===== config.mk =====
export PLATFORM = sky130hd
export DESIGN_NAME = interrupt_enable_flag_control
export DESIGN_NICKNAME = d
export VERILOG_FILES = /design/src/irq_pkg.sv /design/src/pin_event_if.sv /design/src/interrupt_enable_flag_control.sv /design/src/pin_event_detect.sv /design/src/prescale_decode.sv
export SDC_FILE = /design/constraint.sdc
export NUM_CORES = 1
export LEC_CHECK = 0
export ABC_AREA = 1
export BUFFER_PORTS_ARGS = -buffer_cell sky130_fd_sc_hd__buf_2
export CORE_ASPECT_RATIO = 1.4
export CORE_UTILIZATION = 43
export DETAILED_ROUTE_END_ITERATION = 10
export GPL_ROUTABILITY_DRIVEN = 0
export PLACE_DENSITY = 0.75
export SLEW_MARGIN = 20
export SYNTH_ARGS = -nofsm -noshare
export SYNTH_HDL_FRONTEND = slang
export SYNTH_SLANG_ARGS = --single-unit

===== constraint.sdc =====
create_clock -name clk_in -period 1.7 [get_ports clk_in]
set_input_delay 0.34 -clock clk_in [delete_from_list [all_inputs] [get_ports clk_in]]
set_output_delay 0.34 -clock clk_in [all_outputs]
set_load 0.03 [all_outputs]

===== src/irq_pkg.sv =====
// What this block does
// - flags set on their event whatever the enables or global enable hold
// - global enable, bit 7, passes unmasked sources when one, blocks all when zero
// - timer overflow enable, bit 5, permits or suppresses the timer interrupt
// - port-change enable, bit 3, permits or suppresses the port-change interrupt
// - timer overflow flag, bit 2, sets on overflow; only software clears it
// - external pin flag, bit 1, sets on pin event, held; enable is bit 4
// - port-change flag, bit 0, sets when any upper port pin changes
// - control register answers at two addresses, one per bank, same storage
// - rate field: timer divides by 2^(field+1), watchdog by 2^field
// - edge select picks rising (one) or falling (zero) pin edge
// - prescaler given to watchdog leaves the timer undivided, 1:1
package irq_pkg;
  localparam int          ADDR_W            = 12;
  localparam int          DATA_W            = 32;
  localparam int          REG_W             = 8;
  // printed register indices; byte address is four times the index
  localparam logic [7:0]  IDX_CTRL_BANK0    = 8'h0b;
  localparam logic [7:0]  IDX_CTRL_BANK1    = 8'h8b;
  localparam logic [7:0]  IDX_OPTION        = 8'h81;
  // interrupt_control fields
  localparam int          BIT_GIE           = 7;
  localparam int          BIT_RSVD          = 6;
  localparam int          BIT_TMR_IE        = 5;
  localparam int          BIT_EXT_IE        = 4;
  localparam int          BIT_PORT_IE       = 3;
  localparam int          BIT_TMR_IF        = 2;
  localparam int          BIT_EXT_IF        = 1;
  localparam int          BIT_PORT_IF       = 0;
  localparam logic [7:0]  CTRL_RESET        = 8'h00;
  // option fields
  localparam int          BIT_EDGE_SEL      = 6;
  localparam int          BIT_PSA           = 3;
  localparam int          RATE_LSB          = 0;
  localparam int          RATE_W            = 3;
  localparam logic [7:0]  OPTION_RESET      = 8'hff;
  localparam int          PORT_PINS         = 4;

  typedef enum logic [1:0] {
    APB_IDLE   = 2'b01,
    APB_ACCESS = 2'b10
  } apb_state_t;

  function automatic logic [ADDR_W-1:0] byte_addr(input logic [7:0] idx);
    byte_addr = {2'b00, idx, 2'b00};
  endfunction
endpackage


===== src/pin_event_if.sv =====
`timescale 1ns/10ps
`default_nettype none
interface pin_event_if;
  logic ext_rise;
  logic ext_fall;
  logic port_change;
  modport src (output ext_rise, output ext_fall, output port_change);
  modport dst (input ext_rise, input ext_fall, input port_change);
endinterface
`default_nettype wire


===== src/interrupt_enable_flag_control.sv =====
// The implementer's own choice: register access over APB.
`timescale 1ns/10ps
`default_nettype none
module interrupt_enable_flag_control
  import irq_pkg::*;
(
  input  wire logic                 clk_in,
  input  wire logic                 rst_in,
  input  wire logic                 psel_in,
  input  wire logic                 penable_in,
  input  wire logic                 pwrite_in,
  input  wire logic [ADDR_W-1:0]    paddr_in,
  input  wire logic [DATA_W-1:0]    pwdata_in,
  output logic      [DATA_W-1:0]    prdata_out,
  output logic                      pready_out,
  output logic                      pslverr_out,
  input  wire logic                 timer_overflow_in,
  input  wire logic                 ext_irq_pin_in,
  input  wire logic [PORT_PINS-1:0] upper_port_pins_in,
  output logic                      irq_req_out,
  output logic      [RATE_W:0]      timer_div_log2_out,
  output logic      [RATE_W-1:0]    wdt_div_log2_out
);
  pin_event_if evt ();

  pin_event_detect #(
    .PINS (PORT_PINS)
  ) u_pins (
    .clk_in             (clk_in),
    .rst_in             (rst_in),
    .ext_irq_pin_in     (ext_irq_pin_in),
    .upper_port_pins_in (upper_port_pins_in),
    .evt                (evt)
  );

  logic [REG_W-1:0]  ctrl_r,    ctrl_nxt;
  logic [REG_W-1:0]  option_r,  option_nxt;
  apb_state_t        state_r,   state_nxt;
  logic [DATA_W-1:0] rdata_r,   rdata_nxt;
  logic              ready_r,   ready_nxt;
  logic              err_r,     err_nxt;
  logic              irq_r,     irq_nxt;

  prescale_decode u_presc (
    .clk_in             (clk_in),
    .rst_in             (rst_in),
    .rate_in            (option_r[RATE_LSB +: RATE_W]),
    .assign_wdt_in      (option_r[BIT_PSA]),
    .timer_div_log2_out (timer_div_log2_out),
    .wdt_div_log2_out   (wdt_div_log2_out)
  );

  function automatic logic is_ctrl(input logic [ADDR_W-1:0] a);
    is_ctrl = (a == byte_addr(IDX_CTRL_BANK0)) ||
              (a == byte_addr(IDX_CTRL_BANK1));
  endfunction

  function automatic logic is_option(input logic [ADDR_W-1:0] a);
    is_option = (a == byte_addr(IDX_OPTION));
  endfunction

  logic wr_ctrl;
  logic wr_option;
  logic ext_evt;
  always_comb begin
    wr_ctrl   = (state_r == APB_ACCESS) && psel_in && penable_in &&
                pwrite_in && is_ctrl(paddr_in);
    wr_option = (state_r == APB_ACCESS) && psel_in && penable_in &&
                pwrite_in && is_option(paddr_in);
    ext_evt   = option_r[BIT_EDGE_SEL] ? evt.ext_rise
                                       : evt.ext_fall;
  end

  // register contents: events are or-ed in after the write so a set
  // arriving with a software clear is kept
  always_comb begin
    ctrl_nxt   = ctrl_r;
    option_nxt = option_r;
    if (wr_ctrl) begin
      ctrl_nxt = pwdata_in[REG_W-1:0];
    end
    ctrl_nxt[BIT_RSVD] = 1'b0;
    if (wr_option) begin
      option_nxt = pwdata_in[REG_W-1:0];
    end
    if (timer_overflow_in) begin
      ctrl_nxt[BIT_TMR_IF] = 1'b1;
    end
    if (ext_evt) begin
      ctrl_nxt[BIT_EXT_IF] = 1'b1;
    end
    if (evt.port_change) begin
      ctrl_nxt[BIT_PORT_IF] = 1'b1;
    end
  end

  always_ff @(posedge clk_in or posedge rst_in) begin
    if (rst_in) begin
      ctrl_r   <= CTRL_RESET;
      option_r <= OPTION_RESET;
    end else begin
      ctrl_r   <= ctrl_nxt;
      option_r <= option_nxt;
    end
  end

  // request follows the register by one cycle so the output is a flop
  always_comb begin
    irq_nxt = ctrl_r[BIT_GIE] &
              ((ctrl_r[BIT_TMR_IF]  & ctrl_r[BIT_TMR_IE])  |
               (ctrl_r[BIT_EXT_IF]  & ctrl_r[BIT_EXT_IE])  |
               (ctrl_r[BIT_PORT_IF] & ctrl_r[BIT_PORT_IE]));
  end

  always_ff @(posedge clk_in or posedge rst_in) begin
    if (rst_in) begin
      irq_r <= 1'b0;
    end else begin
      irq_r <= irq_nxt;
    end
  end

  // apb slave: no wait states; read data sampled in the setup cycle
  always_comb begin
    state_nxt = state_r;
    rdata_nxt = rdata_r;
    ready_nxt = 1'b0;
    err_nxt   = 1'b0;
    unique case (state_r)
      APB_IDLE: begin
        if (psel_in && !penable_in) begin
          state_nxt = APB_ACCESS;
          ready_nxt = 1'b1;
          err_nxt   = !(is_ctrl(paddr_in) || is_option(paddr_in));
          rdata_nxt = '0;
          if (!pwrite_in && is_ctrl(paddr_in)) begin
            rdata_nxt[REG_W-1:0] = ctrl_r;
          end else if (!pwrite_in && is_option(paddr_in)) begin
            rdata_nxt[REG_W-1:0] = option_r;
          end
        end
      end
      APB_ACCESS: begin
        state_nxt = APB_IDLE;
      end
    endcase
  end

  always_ff @(posedge clk_in or posedge rst_in) begin
    if (rst_in) begin
      state_r <= APB_IDLE;
      rdata_r <= '0;
      ready_r <= 1'b0;
      err_r   <= 1'b0;
    end else begin
      state_r <= state_nxt;
      rdata_r <= rdata_nxt;
      ready_r <= ready_nxt;
      err_r   <= err_nxt;
    end
  end

  assign prdata_out  = rdata_r;
  assign pready_out  = ready_r;
  assign pslverr_out = err_r;
  assign irq_req_out = irq_r;
endmodule
`default_nettype wire


===== src/pin_event_detect.sv =====
`timescale 1ns/10ps
`default_nettype none
module pin_event_detect
  import irq_pkg::*;
#(
  parameter int PINS = PORT_PINS
) (
  input  wire logic            clk_in,
  input  wire logic            rst_in,
  input  wire logic            ext_irq_pin_in,
  input  wire logic [PINS-1:0] upper_port_pins_in,
  pin_event_if.src             evt
);
  // stage 1 is the metastable catcher; only stage 2 reads it
  logic [PINS:0] sync1_r, sync1_nxt;
  logic [PINS:0] sync2_r, sync2_nxt;
  logic [PINS:0] prev_r,  prev_nxt;
  logic          rise_r,  rise_nxt;
  logic          fall_r,  fall_nxt;
  logic          chg_r,   chg_nxt;

  always_comb begin
    sync1_nxt = {ext_irq_pin_in, upper_port_pins_in};
    sync2_nxt = sync1_r;
    prev_nxt  = sync2_r;
    rise_nxt  = sync2_r[PINS] & ~prev_r[PINS];
    fall_nxt  = ~sync2_r[PINS] & prev_r[PINS];
    chg_nxt   = |(sync2_r[PINS-1:0] ^ prev_r[PINS-1:0]);
  end

  // pins reset low-level; a pin held high at reset release shows one edge
  always_ff @(posedge clk_in or posedge rst_in) begin
    if (rst_in) begin
      sync1_r <= '0;
      sync2_r <= '0;
      prev_r  <= '0;
      rise_r  <= 1'b0;
      fall_r  <= 1'b0;
      chg_r   <= 1'b0;
    end else begin
      sync1_r <= sync1_nxt;
      sync2_r <= sync2_nxt;
      prev_r  <= prev_nxt;
      rise_r  <= rise_nxt;
      fall_r  <= fall_nxt;
      chg_r   <= chg_nxt;
    end
  end

  assign evt.ext_rise    = rise_r;
  assign evt.ext_fall    = fall_r;
  assign evt.port_change = chg_r;
endmodule
`default_nettype wire


===== src/prescale_decode.sv =====
`timescale 1ns/10ps
`default_nettype none
module prescale_decode
  import irq_pkg::*;
(
  input  wire logic              clk_in,
  input  wire logic              rst_in,
  input  wire logic [RATE_W-1:0] rate_in,
  input  wire logic              assign_wdt_in,
  output logic       [RATE_W:0]  timer_div_log2_out,
  output logic     [RATE_W-1:0]  wdt_div_log2_out
);
  logic [RATE_W:0]   tdiv_r, tdiv_nxt;
  logic [RATE_W-1:0] wdiv_r, wdiv_nxt;

  always_comb begin
    if (assign_wdt_in) begin
      tdiv_nxt = '0;
      wdiv_nxt = rate_in;
    end else begin
      tdiv_nxt = {1'b0, rate_in} + (RATE_W+1)'(1);
      wdiv_nxt = '0;
    end
  end

  always_ff @(posedge clk_in or posedge rst_in) begin
    if (rst_in) begin
      tdiv_r <= '0;
      wdiv_r <= '0;
    end else begin
      tdiv_r <= tdiv_nxt;
      wdiv_r <= wdiv_nxt;
    end
  end

  assign timer_div_log2_out = tdiv_r;
  assign wdt_div_log2_out   = wdiv_r;
endmodule
`default_nettype wire

==> results of run 1 <==
-- flip-flops by register name (all words and copies together), names as in the netlist, 2 cells and up --
signal / flops
ctrl_r: 7
state_r: 2
option_r: 8
u_presc.wdt_div_log2_out: 3
u_pins.prev_nxt: 5
u_pins.sync1_r: 5
u_presc.timer_div_log2_out: 4
prdata_out: 8
u_pins.prev_r: 5
-- layer usage --
layer  vias up  part of all wire  track usage
met2        60              0.51       0.2578
met1       755              0.41       0.1649
met4         0             0.022      0.07593
li1        823                 -            -
met3         9             0.058      0.04061
met5         -                 0            0
-- metrics by stage --
stage	utilization	instances	setup WS [ns]	instance area (um^2)	hold WS, ns
2_1_floorplan	-	267	0.08867	2474	0.3312
3_3_place_gp	0.4957	354	0.2562	2615	0.3318
3_5_place_dp	0.4957	354	0.1994	2615	0.3347
4_1_cts	0.5178	362	0.3868	2731	0.05732
5_1_grt	0.5178	362	0.2855	2731	0.05586
6_report	0.5178	362	0.4048	2731	0.04860
-- final timing paths --
kind / slack, ns / endpoint / startpoint / cells after the start
worst max-delay path: 0.40 / option_r[4] / state_r[0] / 4
worst min-delay path: 0.05 / u_pins.sync1_r[0] / rst_in / 3
worst max register to register: 0.40 / option_r[4] / state_r[0] / 4
worst min register to register: 0.36 / u_pins.prev_nxt[1] / u_pins.sync1_r[1] / 0
max in group asynchronous: 1.36 / option_r[7] / rst_in / 3
min in group clk_in: 0.12 / u_pins.sync1_r[0] / upper_port_pins_in[0] / 1
-- placed cells by master, fill, tap and decap left out --
master	count
o21ai_1	9
inv_6	2
buf_2	48
buf_12	1
nand4_2	1
nand2_4	1
dfrtp_1	44
nand2_1	50
nand2_2	2
inv_1	26
buf_4	1
o21ai_2	4
mux2i_1	1
nand3_1	8
or2_2	4
a21oi_1	2
nand4_1	16
nor2_4	3
inv_2	6
nor2_1	12
xnor2_1	5
dfstp_2	9
conb_1	24
or2_1	1
nand3b_4	1
nand3b_1	2
ha_1	1
clkbuf_8	5
bufinv_16	1
nor2_8	1
nor2_2	5
-- cells by family (layout without fill, tap and decap cells) --
group                      Yosys count  count (layout)  synth area share
muxes                                1               1          0.004193
xor gates and xnor gates             5               5           0.01834
adders and majority gates            1               1          0.005240
and+or+nand+nor                    107             107            0.2348
other                                1              24          0.001571
AOI/OAI and AO/OA                   15              15           0.03773
DFF                                 53              53            0.5603
buffers and inverters               61              90            0.1378
-- layout make-up --
type	instances	area share
Timing Repair Buffer	50	0.09803
Tap cell	66	0.03023
Inverter	32	0.04398
Clock buffer	5	0.02519
Multi-Input combinational cell	153	0.2955
Sequential cell	53	0.4897
Clock inverter	3	0.01741
-- where the power goes --
| group | leakage (nW) | total, mW | switching (mW) | internal [mW] |
|---|---|---|---|---|
| combinational | 0.789 | 0.532 | 0.366 | 0.166 |
| sequential | 0.634 | 1.41 | 0.0411 | 1.37 |
| clock | 0.0591 | 0.886 | 0.437 | 0.449 |
| total | 1.48 | 2.83 | 0.844 | 1.98 |
-- worst reg2reg max path: stages, from the launching register on --
cell and delay (ns):
dfstp_2 0.38, nor2_1 0.17, nand4_2 0.16, nand3b_4 0.31, o21ai_1 0.21
==> flow_metrics.py, run 1 <==
metrics = {
    "sta": {
        "hold_viol_final": 0,
        "period_share": 0.7619,
        "rsz0062_at_grt": "no",
        "finalCriticalPeriod_ns": 1.295,
        "finalSetupViolations": 0,
        "fmax_mhz": 772.1,
        "fin_tns_setup_ns": 0,
        "slew_violations": 0,
        "skew_ns": 0.009199,
    },
    "placed_design": {
        "port_buffers": 48,
        "hpwl_um": 2915,
    },
    "yosys": {
        "synth_edf_count": 0,
        "ys_ff_latch": 53,
        "synthMostInstantiatedCell": "nand2_1",
        "avgSynthCellArea_um2": 9.784,
        "synthesis.area_um2": 2387,
        "synth_top_cell_area_share": 0.4612,
        "yosysUniqueCellTypes": 29,
        "synthArstFlopShare": 1.000,
        "synth_top_cell_by_area": "dfrtp_1",
        "synthCells": 244,
        "synth_commonest_cells": "50 x nand2_1, 44 x dfrtp_1, 27 x inv_1, 24 x buf_4, 16 x nand4_1",
        "seq_area_frac_synth": 0.5603,
        "synthTopCellsByArea": "dfrtp_1 46%, dfstp_2 9.9%, nand2_1 7.9%",
        "yosysWarnings": 0,
        "synth_ff_type": "dfrtp_1",
    },
    "setup_path": {
        "crit_buf_inv": 0,
        "crit_type": "reg2reg",
        "crit_chain": "nor2_1 -> nand4_2 -> nand3b_4 -> o21ai_1",
        "worst_path_max_delay_cell": "dfstp_2",
        "cp.arrival_ns": 1.53,
        "cp.required_ns": 1.93,
        "cp_max_fo": 16,
        "cp-start-kind": "flip-flop",
        "end_kind": "flip-flop",
        "path_delay_family": "simple AND/OR/NAND/NOR gates",
        "critPathMaxStageDelay_ns": 0.38,
    },
    "final_layout": {
        "diodes": 0,
        "drive_above_1_share": 0.3209,
        "area_delta_synth_final_pct": 14.41,
        "fillers": 521,
        "multi_input_area_um2": 807.0,
        "final-seq-area_um2": 1338,
        "finalNetCount": 351,
    },
    "flow_run": {
        "drv_cap": 0,
    },
    "power": {
        "p_total_mw": 2.829,
        "p_per_area_nw_per_um2": 1036,
        "p_leak_nw": 1.482,
        "irDropWorstVdd_mv": 0.6730,
    },
    "floorplanning": {
        "row_count": 31,
        "core_area_um2": 5275,
        "start_util": 0.4526,
        "die_x_um": 64.97,
        "io_pins": 97,
        "dieArea_um2": 5858,
        "die_y_um": 90.16,
    },
    "clock_tree": {
        "post-cts-setup-buffer-count": 0,
        "cts_hold_buf": 0,
        "clock-sinks": 53,
        "h-tree-depth": 2,
        "clock-root-buffer": "clkbuf_8",
        "ctsResizeCount": 0,
        "clk_latency_ns": 0.31,
        "cts_buffers": 5,
        "cts_tree": "done",
        "path_clk_slew_ns": 0.10,
        "cts_max_path_buffers": 2,
    },
    "routing": {
        "drt_wl_total_um": 3971,
        "drc": 0,
        "first_pass_iters": 4,
        "ant_nets": 0,
        "drtIter0Drc": 77,
        "wl_per_cell_um": 10.97,
        "vias_per_cell": 4.550,
        "num_vias": 1647,
    },
    "grt": {
        "grt-ovfl-total": 0,
        "grt_max_degree": 54,
        "grt_pass1_vias": 1541,
        "gr-usage-all-layers": 0.1500,
        "grt_pass1_wl_um": 6658,
        "antenna_found_initial": 0,
    },
    "outcome": {
        "status": "complete, no violations",
    },
    "hold_path": {
        "min_path_type": "in2async",
    },
}
Power figures use the tool's default switching activity.
==> run 2: changes to the inputs <==
Settings changed: CORE_UTILIZATION 43 to 48, PLACE_DENSITY 0.75 to 0.8.
Clock period 1.7 ns to 1.3 ns, I/O delays scaled along.
==> flow_metrics.py, run 2 (synthesized netlist as in run 1, its figures left out) <==
metrics = {
    "final_layout": {
        "diodes": 0,
        "fillers": 452,
        "final_common_cell": "nand2_1",
        "multi_input_area_um2": 818.3,
        "final_area_um2": 2775,
        "final-seq-area_um2": 1338,
        "drive_above_1_share": 0.3333,
        "area_delta_synth_final_pct": 16.25,
        "final_cell_mix": "50 x nand2_1, 49 x buf_2, 44 x dfrtp_1, 26 x inv_1, 24 x conb_1",
        "finalNetCount": 358,
        "final_core_util": 0.5776,
    },
    "setup_path": {
        "cp-start-kind": "flip-flop",
        "crit_type": "reg2reg",
        "cp_max_fo": 7,
        "cp.arrival_ns": 1.45,
        "cp.required_ns": 1.55,
        "end_kind": "flip-flop",
    },
    "sta": {
        "fmax_mhz": 827.4,
        "skew_ns": 0.008909,
        "period_share": 0.9297,
        "slew_violations": 0,
        "finalCriticalPeriod_ns": 1.209,
        "fin_tns_setup_ns": 0,
        "rsz0062_at_grt": "yes",
        "hold_viol_final": 0,
        "holdWs_ns": 0.05238,
        "finalSetupViolations": 0,
    },
    "power": {
        "p_leak_nw": 1.497,
        "p_per_area_nw_per_um2": 1250,
        "irDropWorstVdd_mv": 0.8733,
    },
    "clock_tree": {
        "clock-sinks": 53,
        "cts_buffers": 5,
        "clock-root-buffer": "clkbuf_8",
        "h-tree-depth": 2,
        "cts_max_path_buffers": 2,
        "clk_latency_ns": 0.30,
        "cts_tree": "done",
        "path_clk_slew_ns": 0.09,
    },
    "routing": {
        "ant_nets": 0,
        "wl_per_cell_um": 10.82,
        "drc": 0,
        "drtIter0Drc": 61,
        "num_vias": 1700,
        "first_pass_iters": 4,
        "vias_per_cell": 4.632,
        "drt_wl_total_um": 3972,
    },
    "grt": {
        "antenna_found_initial": 0,
        "gr-usage-all-layers": 0.1671,
        "grt_pass1_wl_um": 6534,
        "grt-ovfl-total": 0,
        "grt_max_degree": 21,
        "grt_pass1_vias": 1583,
    },
    "floorplanning": {
        "io_pins": 97,
        "die_y_um": 85.45,
        "row_count": 30,
        "start_util": 0.4969,
        "core_area_um2": 4805,
        "die_x_um": 61.60,
        "dieArea_um2": 5263,
    },
    "outcome": {
        "status": "complete, no violations",
    },
    "placed_design": {
        "port_buffers": 48,
        "hpwl_um": 2980,
        "dpl_cell_area_um2": 2654,
    },
    "hold_path": {
        "min_path_type": "in2reg",
    },
    "flow_run": {
        "drv_cap": 0,
    },
}
run 2: repair_timing:
| item | CTS | global route |
|---|---|---|
| endpoints found under the hold margin | 11 | 0 |
| gates resized for setup | 0 | 4 |
| buffers inserted | 0 | 0 |
| setup endpoints to repair | 0 | 16 |
| hold buffers | 1 | 0 |
run 2: worst paths after layout:
kind	to	from	cells past startpoint	slack [ns]
worst max-delay path	prdata_out[5]	state_r[0]	6	0.09
worst min-delay path	u_pins.sync1_r[0]	upper_port_pins_in[0]	1	0.05
worst max register to register	prdata_out[5]	state_r[0]	6	0.09
worst min register to register	u_pins.prev_nxt[0]	u_pins.sync1_r[0]	0	0.36
max in group asynchronous	option_r[3]	rst_in	4	0.33
min in group asynchronous	u_pins.prev_r[1]	rst_in	3	0.46
run 2: stage by stage:
step / cells / total power [mW] / setup WS [ns]
5_1_grt: 367 / 3.650 / -0.004304
3_3_place_gp: 357 / 2.561 / 0.04769
2_1_floorplan: 267 / 2.441 / 0.1049
3_5_place_dp: 357 / 2.582 / -0.01669
6_report: 367 / 3.468 / 0.09133
4_1_cts: 366 / 3.478 / 0.03414
run 2: per-layer routing:
layer	global-route usage	wire length [um]	vias to the layer above
li1	-	-	832
met4	0.07475	91	0
met2	0.2815	2042	66
met1	0.1907	1607	792
met3	0.04573	230	10
met5	0	0	-
run 2: cell type report:
| cell class | instances | share of cell area |
|---|---|---|
| timing repair buffer | 57 | 0.1168 |
| sequential | 53 | 0.4820 |
| inverter | 32 | 0.04554 |
| tap | 64 | 0.02885 |
| clock inverter | 2 | 0.005861 |
| multi-input combinational | 153 | 0.2949 |
| clock buffer | 6 | 0.02615 |
run 2: power breakdown:
group	switching, mW	internal (mW)
combinational	0.494	0.233
clock	0.510	0.383
sequential	0.0563	1.79
total	1.06	2.41
run 2: critical path: stages, from the launching register on:
cell,delay (ns)
dfstp_2,0.54
nand2_1,0.07
nor2_2,0.13
buf_2,0.19
or2_2,0.12
nand2_1,0.05
inv_1,0.05
==> run 3: changes to the inputs <==
Settings changed: REMOVE_ABC_BUFFERS set to 1.
==> flow_metrics.py, run 3 (synthesized netlist as in run 1, its figures left out) <==
metrics = {
    "outcome": {
        "status": "complete, no violations",
    },
    "floorplanning": {
        "io_pins": 97,
        "die_y_um": 85.45,
        "core_area_um2": 4805,
        "die_x_um": 61.60,
        "start_util": 0.4969,
        "dieArea_um2": 5263,
        "row_count": 30,
    },
    "setup_path": {
        "end_kind": "flip-flop",
        "cp_max_fo": 6,
        "crit_type": "reg2reg",
        "cp.arrival_ns": 1.43,
        "cp-start-kind": "flip-flop",
        "worst_path_max_delay_cell": "dfstp_2",
        "cp.required_ns": 1.50,
        "critPathMaxStageDelay_ns": 0.57,
        "r2r-start": "state_r[0]",
        "ff2ff_setup_slack_ns": 0.07,
        "crit_chain": "nand2_2 -> nor2_2 -> buf_2 -> nand3_1 -> nand2_1 -> inv_1",
        "crit_path_start": "state_r[0]",
    },
    "sta": {
        "holdWs_ns": 0.05179,
        "skew_ns": 0.007035,
        "hold_viol_final": 0,
        "fin_tns_setup_ns": 0,
        "period_share": 0.9457,
        "finalSetupViolations": 0,
        "finalCriticalPeriod_ns": 1.229,
        "layout_setup_ws_ns": 0.07063,
        "rsz0062_at_grt": "no",
        "slew_violations": 0,
        "fmax_mhz": 813.4,
    },
    "power": {
        "p_per_area_nw_per_um2": 1322,
        "irDropWorstVdd_mv": 1.226,
        "p_total_mw": 3.715,
        "p_leak_nw": 1.541,
    },
    "clock_tree": {
        "path_clk_slew_ns": 0.09,
        "h-tree-depth": 2,
        "clock-sinks": 53,
        "cts_tree": "done",
        "clk_latency_ns": 0.31,
        "cts_max_path_buffers": 2,
        "clock-root-buffer": "clkbuf_8",
        "cts_buffers": 5,
    },
    "final_layout": {
        "drive_above_1_share": 0.3366,
        "finalNetCount": 358,
        "area_delta_synth_final_pct": 17.77,
        "final_cell_mix": "49 x nand2_1, 49 x buf_2, 44 x dfrtp_1, 26 x inv_1, 24 x conb_1",
        "diodes": 0,
    },
    "routing": {
        "drc": 0,
        "drtIter0Drc": 94,
        "drt_wl_total_um": 4145,
        "first_pass_iters": 5,
        "num_vias": 1714,
        "vias_per_cell": 4.670,
        "wl_per_cell_um": 11.29,
        "ant_nets": 0,
    },
    "placed_design": {
        "dpl_worst_slack_ns": -0.0006827,
        "hpwl_um": 2926,
        "port_buffers": 48,
    },
    "grt": {
        "grt-ovfl-total": 0,
        "grt_pass1_vias": 1533,
        "grt_pass1_wl_um": 6561,
        "gr-usage-all-layers": 0.1719,
        "grt_max_degree": 54,
        "antenna_found_initial": 0,
    },
    "hold_path": {
        "min_path_type": "in2reg",
        "hp-start": "upper_port_pins_in[3]",
    },
    "flow_run": {
        "drv_cap": 0,
    },
}
## run 3: report_power, final
group / leakage, nW / switching [mW] / internal, mW
clock: 0.0554 / 0.520 / 0.578
sequential: 0.634 / 0.0699 / 1.79
combinational: 0.851 / 0.510 / 0.245
total: 1.54 / 1.10 / 2.62
## run 3: final timing paths
| check | endpoint | cells past startpoint |
|---|---|---|
| max | prdata_out[0] | 6 |
| min | u_pins.sync1_r[3] | 1 |
| max reg2reg | prdata_out[0] | 6 |
| min reg2reg | u_pins.prev_nxt[0] | 0 |
| max in group asynchronous | option_r[0] | 4 |
| min in group asynchronous | u_pins.prev_nxt[0] | 4 |
## run 3: layout make-up
type	count	area [um^2]
clock buffers	6	72.57
multi-input cells	154	845.8
inverters	32	120.1
fillers	437	1993
flip-flops and latches	53	1338
well taps	64	80.08
clock inverters	2	38.79
repair buffers	56	316.6
## run 3: critical path, delay by kind of cell, from the launching register on
kind	cells	cell delay (ns)
buf+inv	2	0.22
flops	1	0.57
simple gates	4	0.34
## run 3: through the flow
step | util | std cells | cell area, um^2
floorplan | - | 238 | 2265
global placement | 0.5484 | 355 | 2635
detailed placement | 0.5484 | 355 | 2635
CTS | 0.5737 | 364 | 2756
global route | 0.5852 | 367 | 2811
finish | 0.5852 | 367 | 2811
## run 3: layer usage
metal / up-vias / routed length (um) / global-route usage
met5: - / 0 / 0
met4: 0 / 116 / 0.08687
met3: 10 / 277 / 0.05335
met2: 78 / 2178 / 0.2854
met1: 786 / 1574 / 0.1915
li1: 840 / - / -
## run 3: timing repair
item | 4_1_cts | 5_1_grt
endpoints found under the setup margin | 0 | 16
hold endpoints to repair | 26 | 0
hold buffers | 1 | 0
setup buffers | 0 | 1
resized for setup | 0 | 6
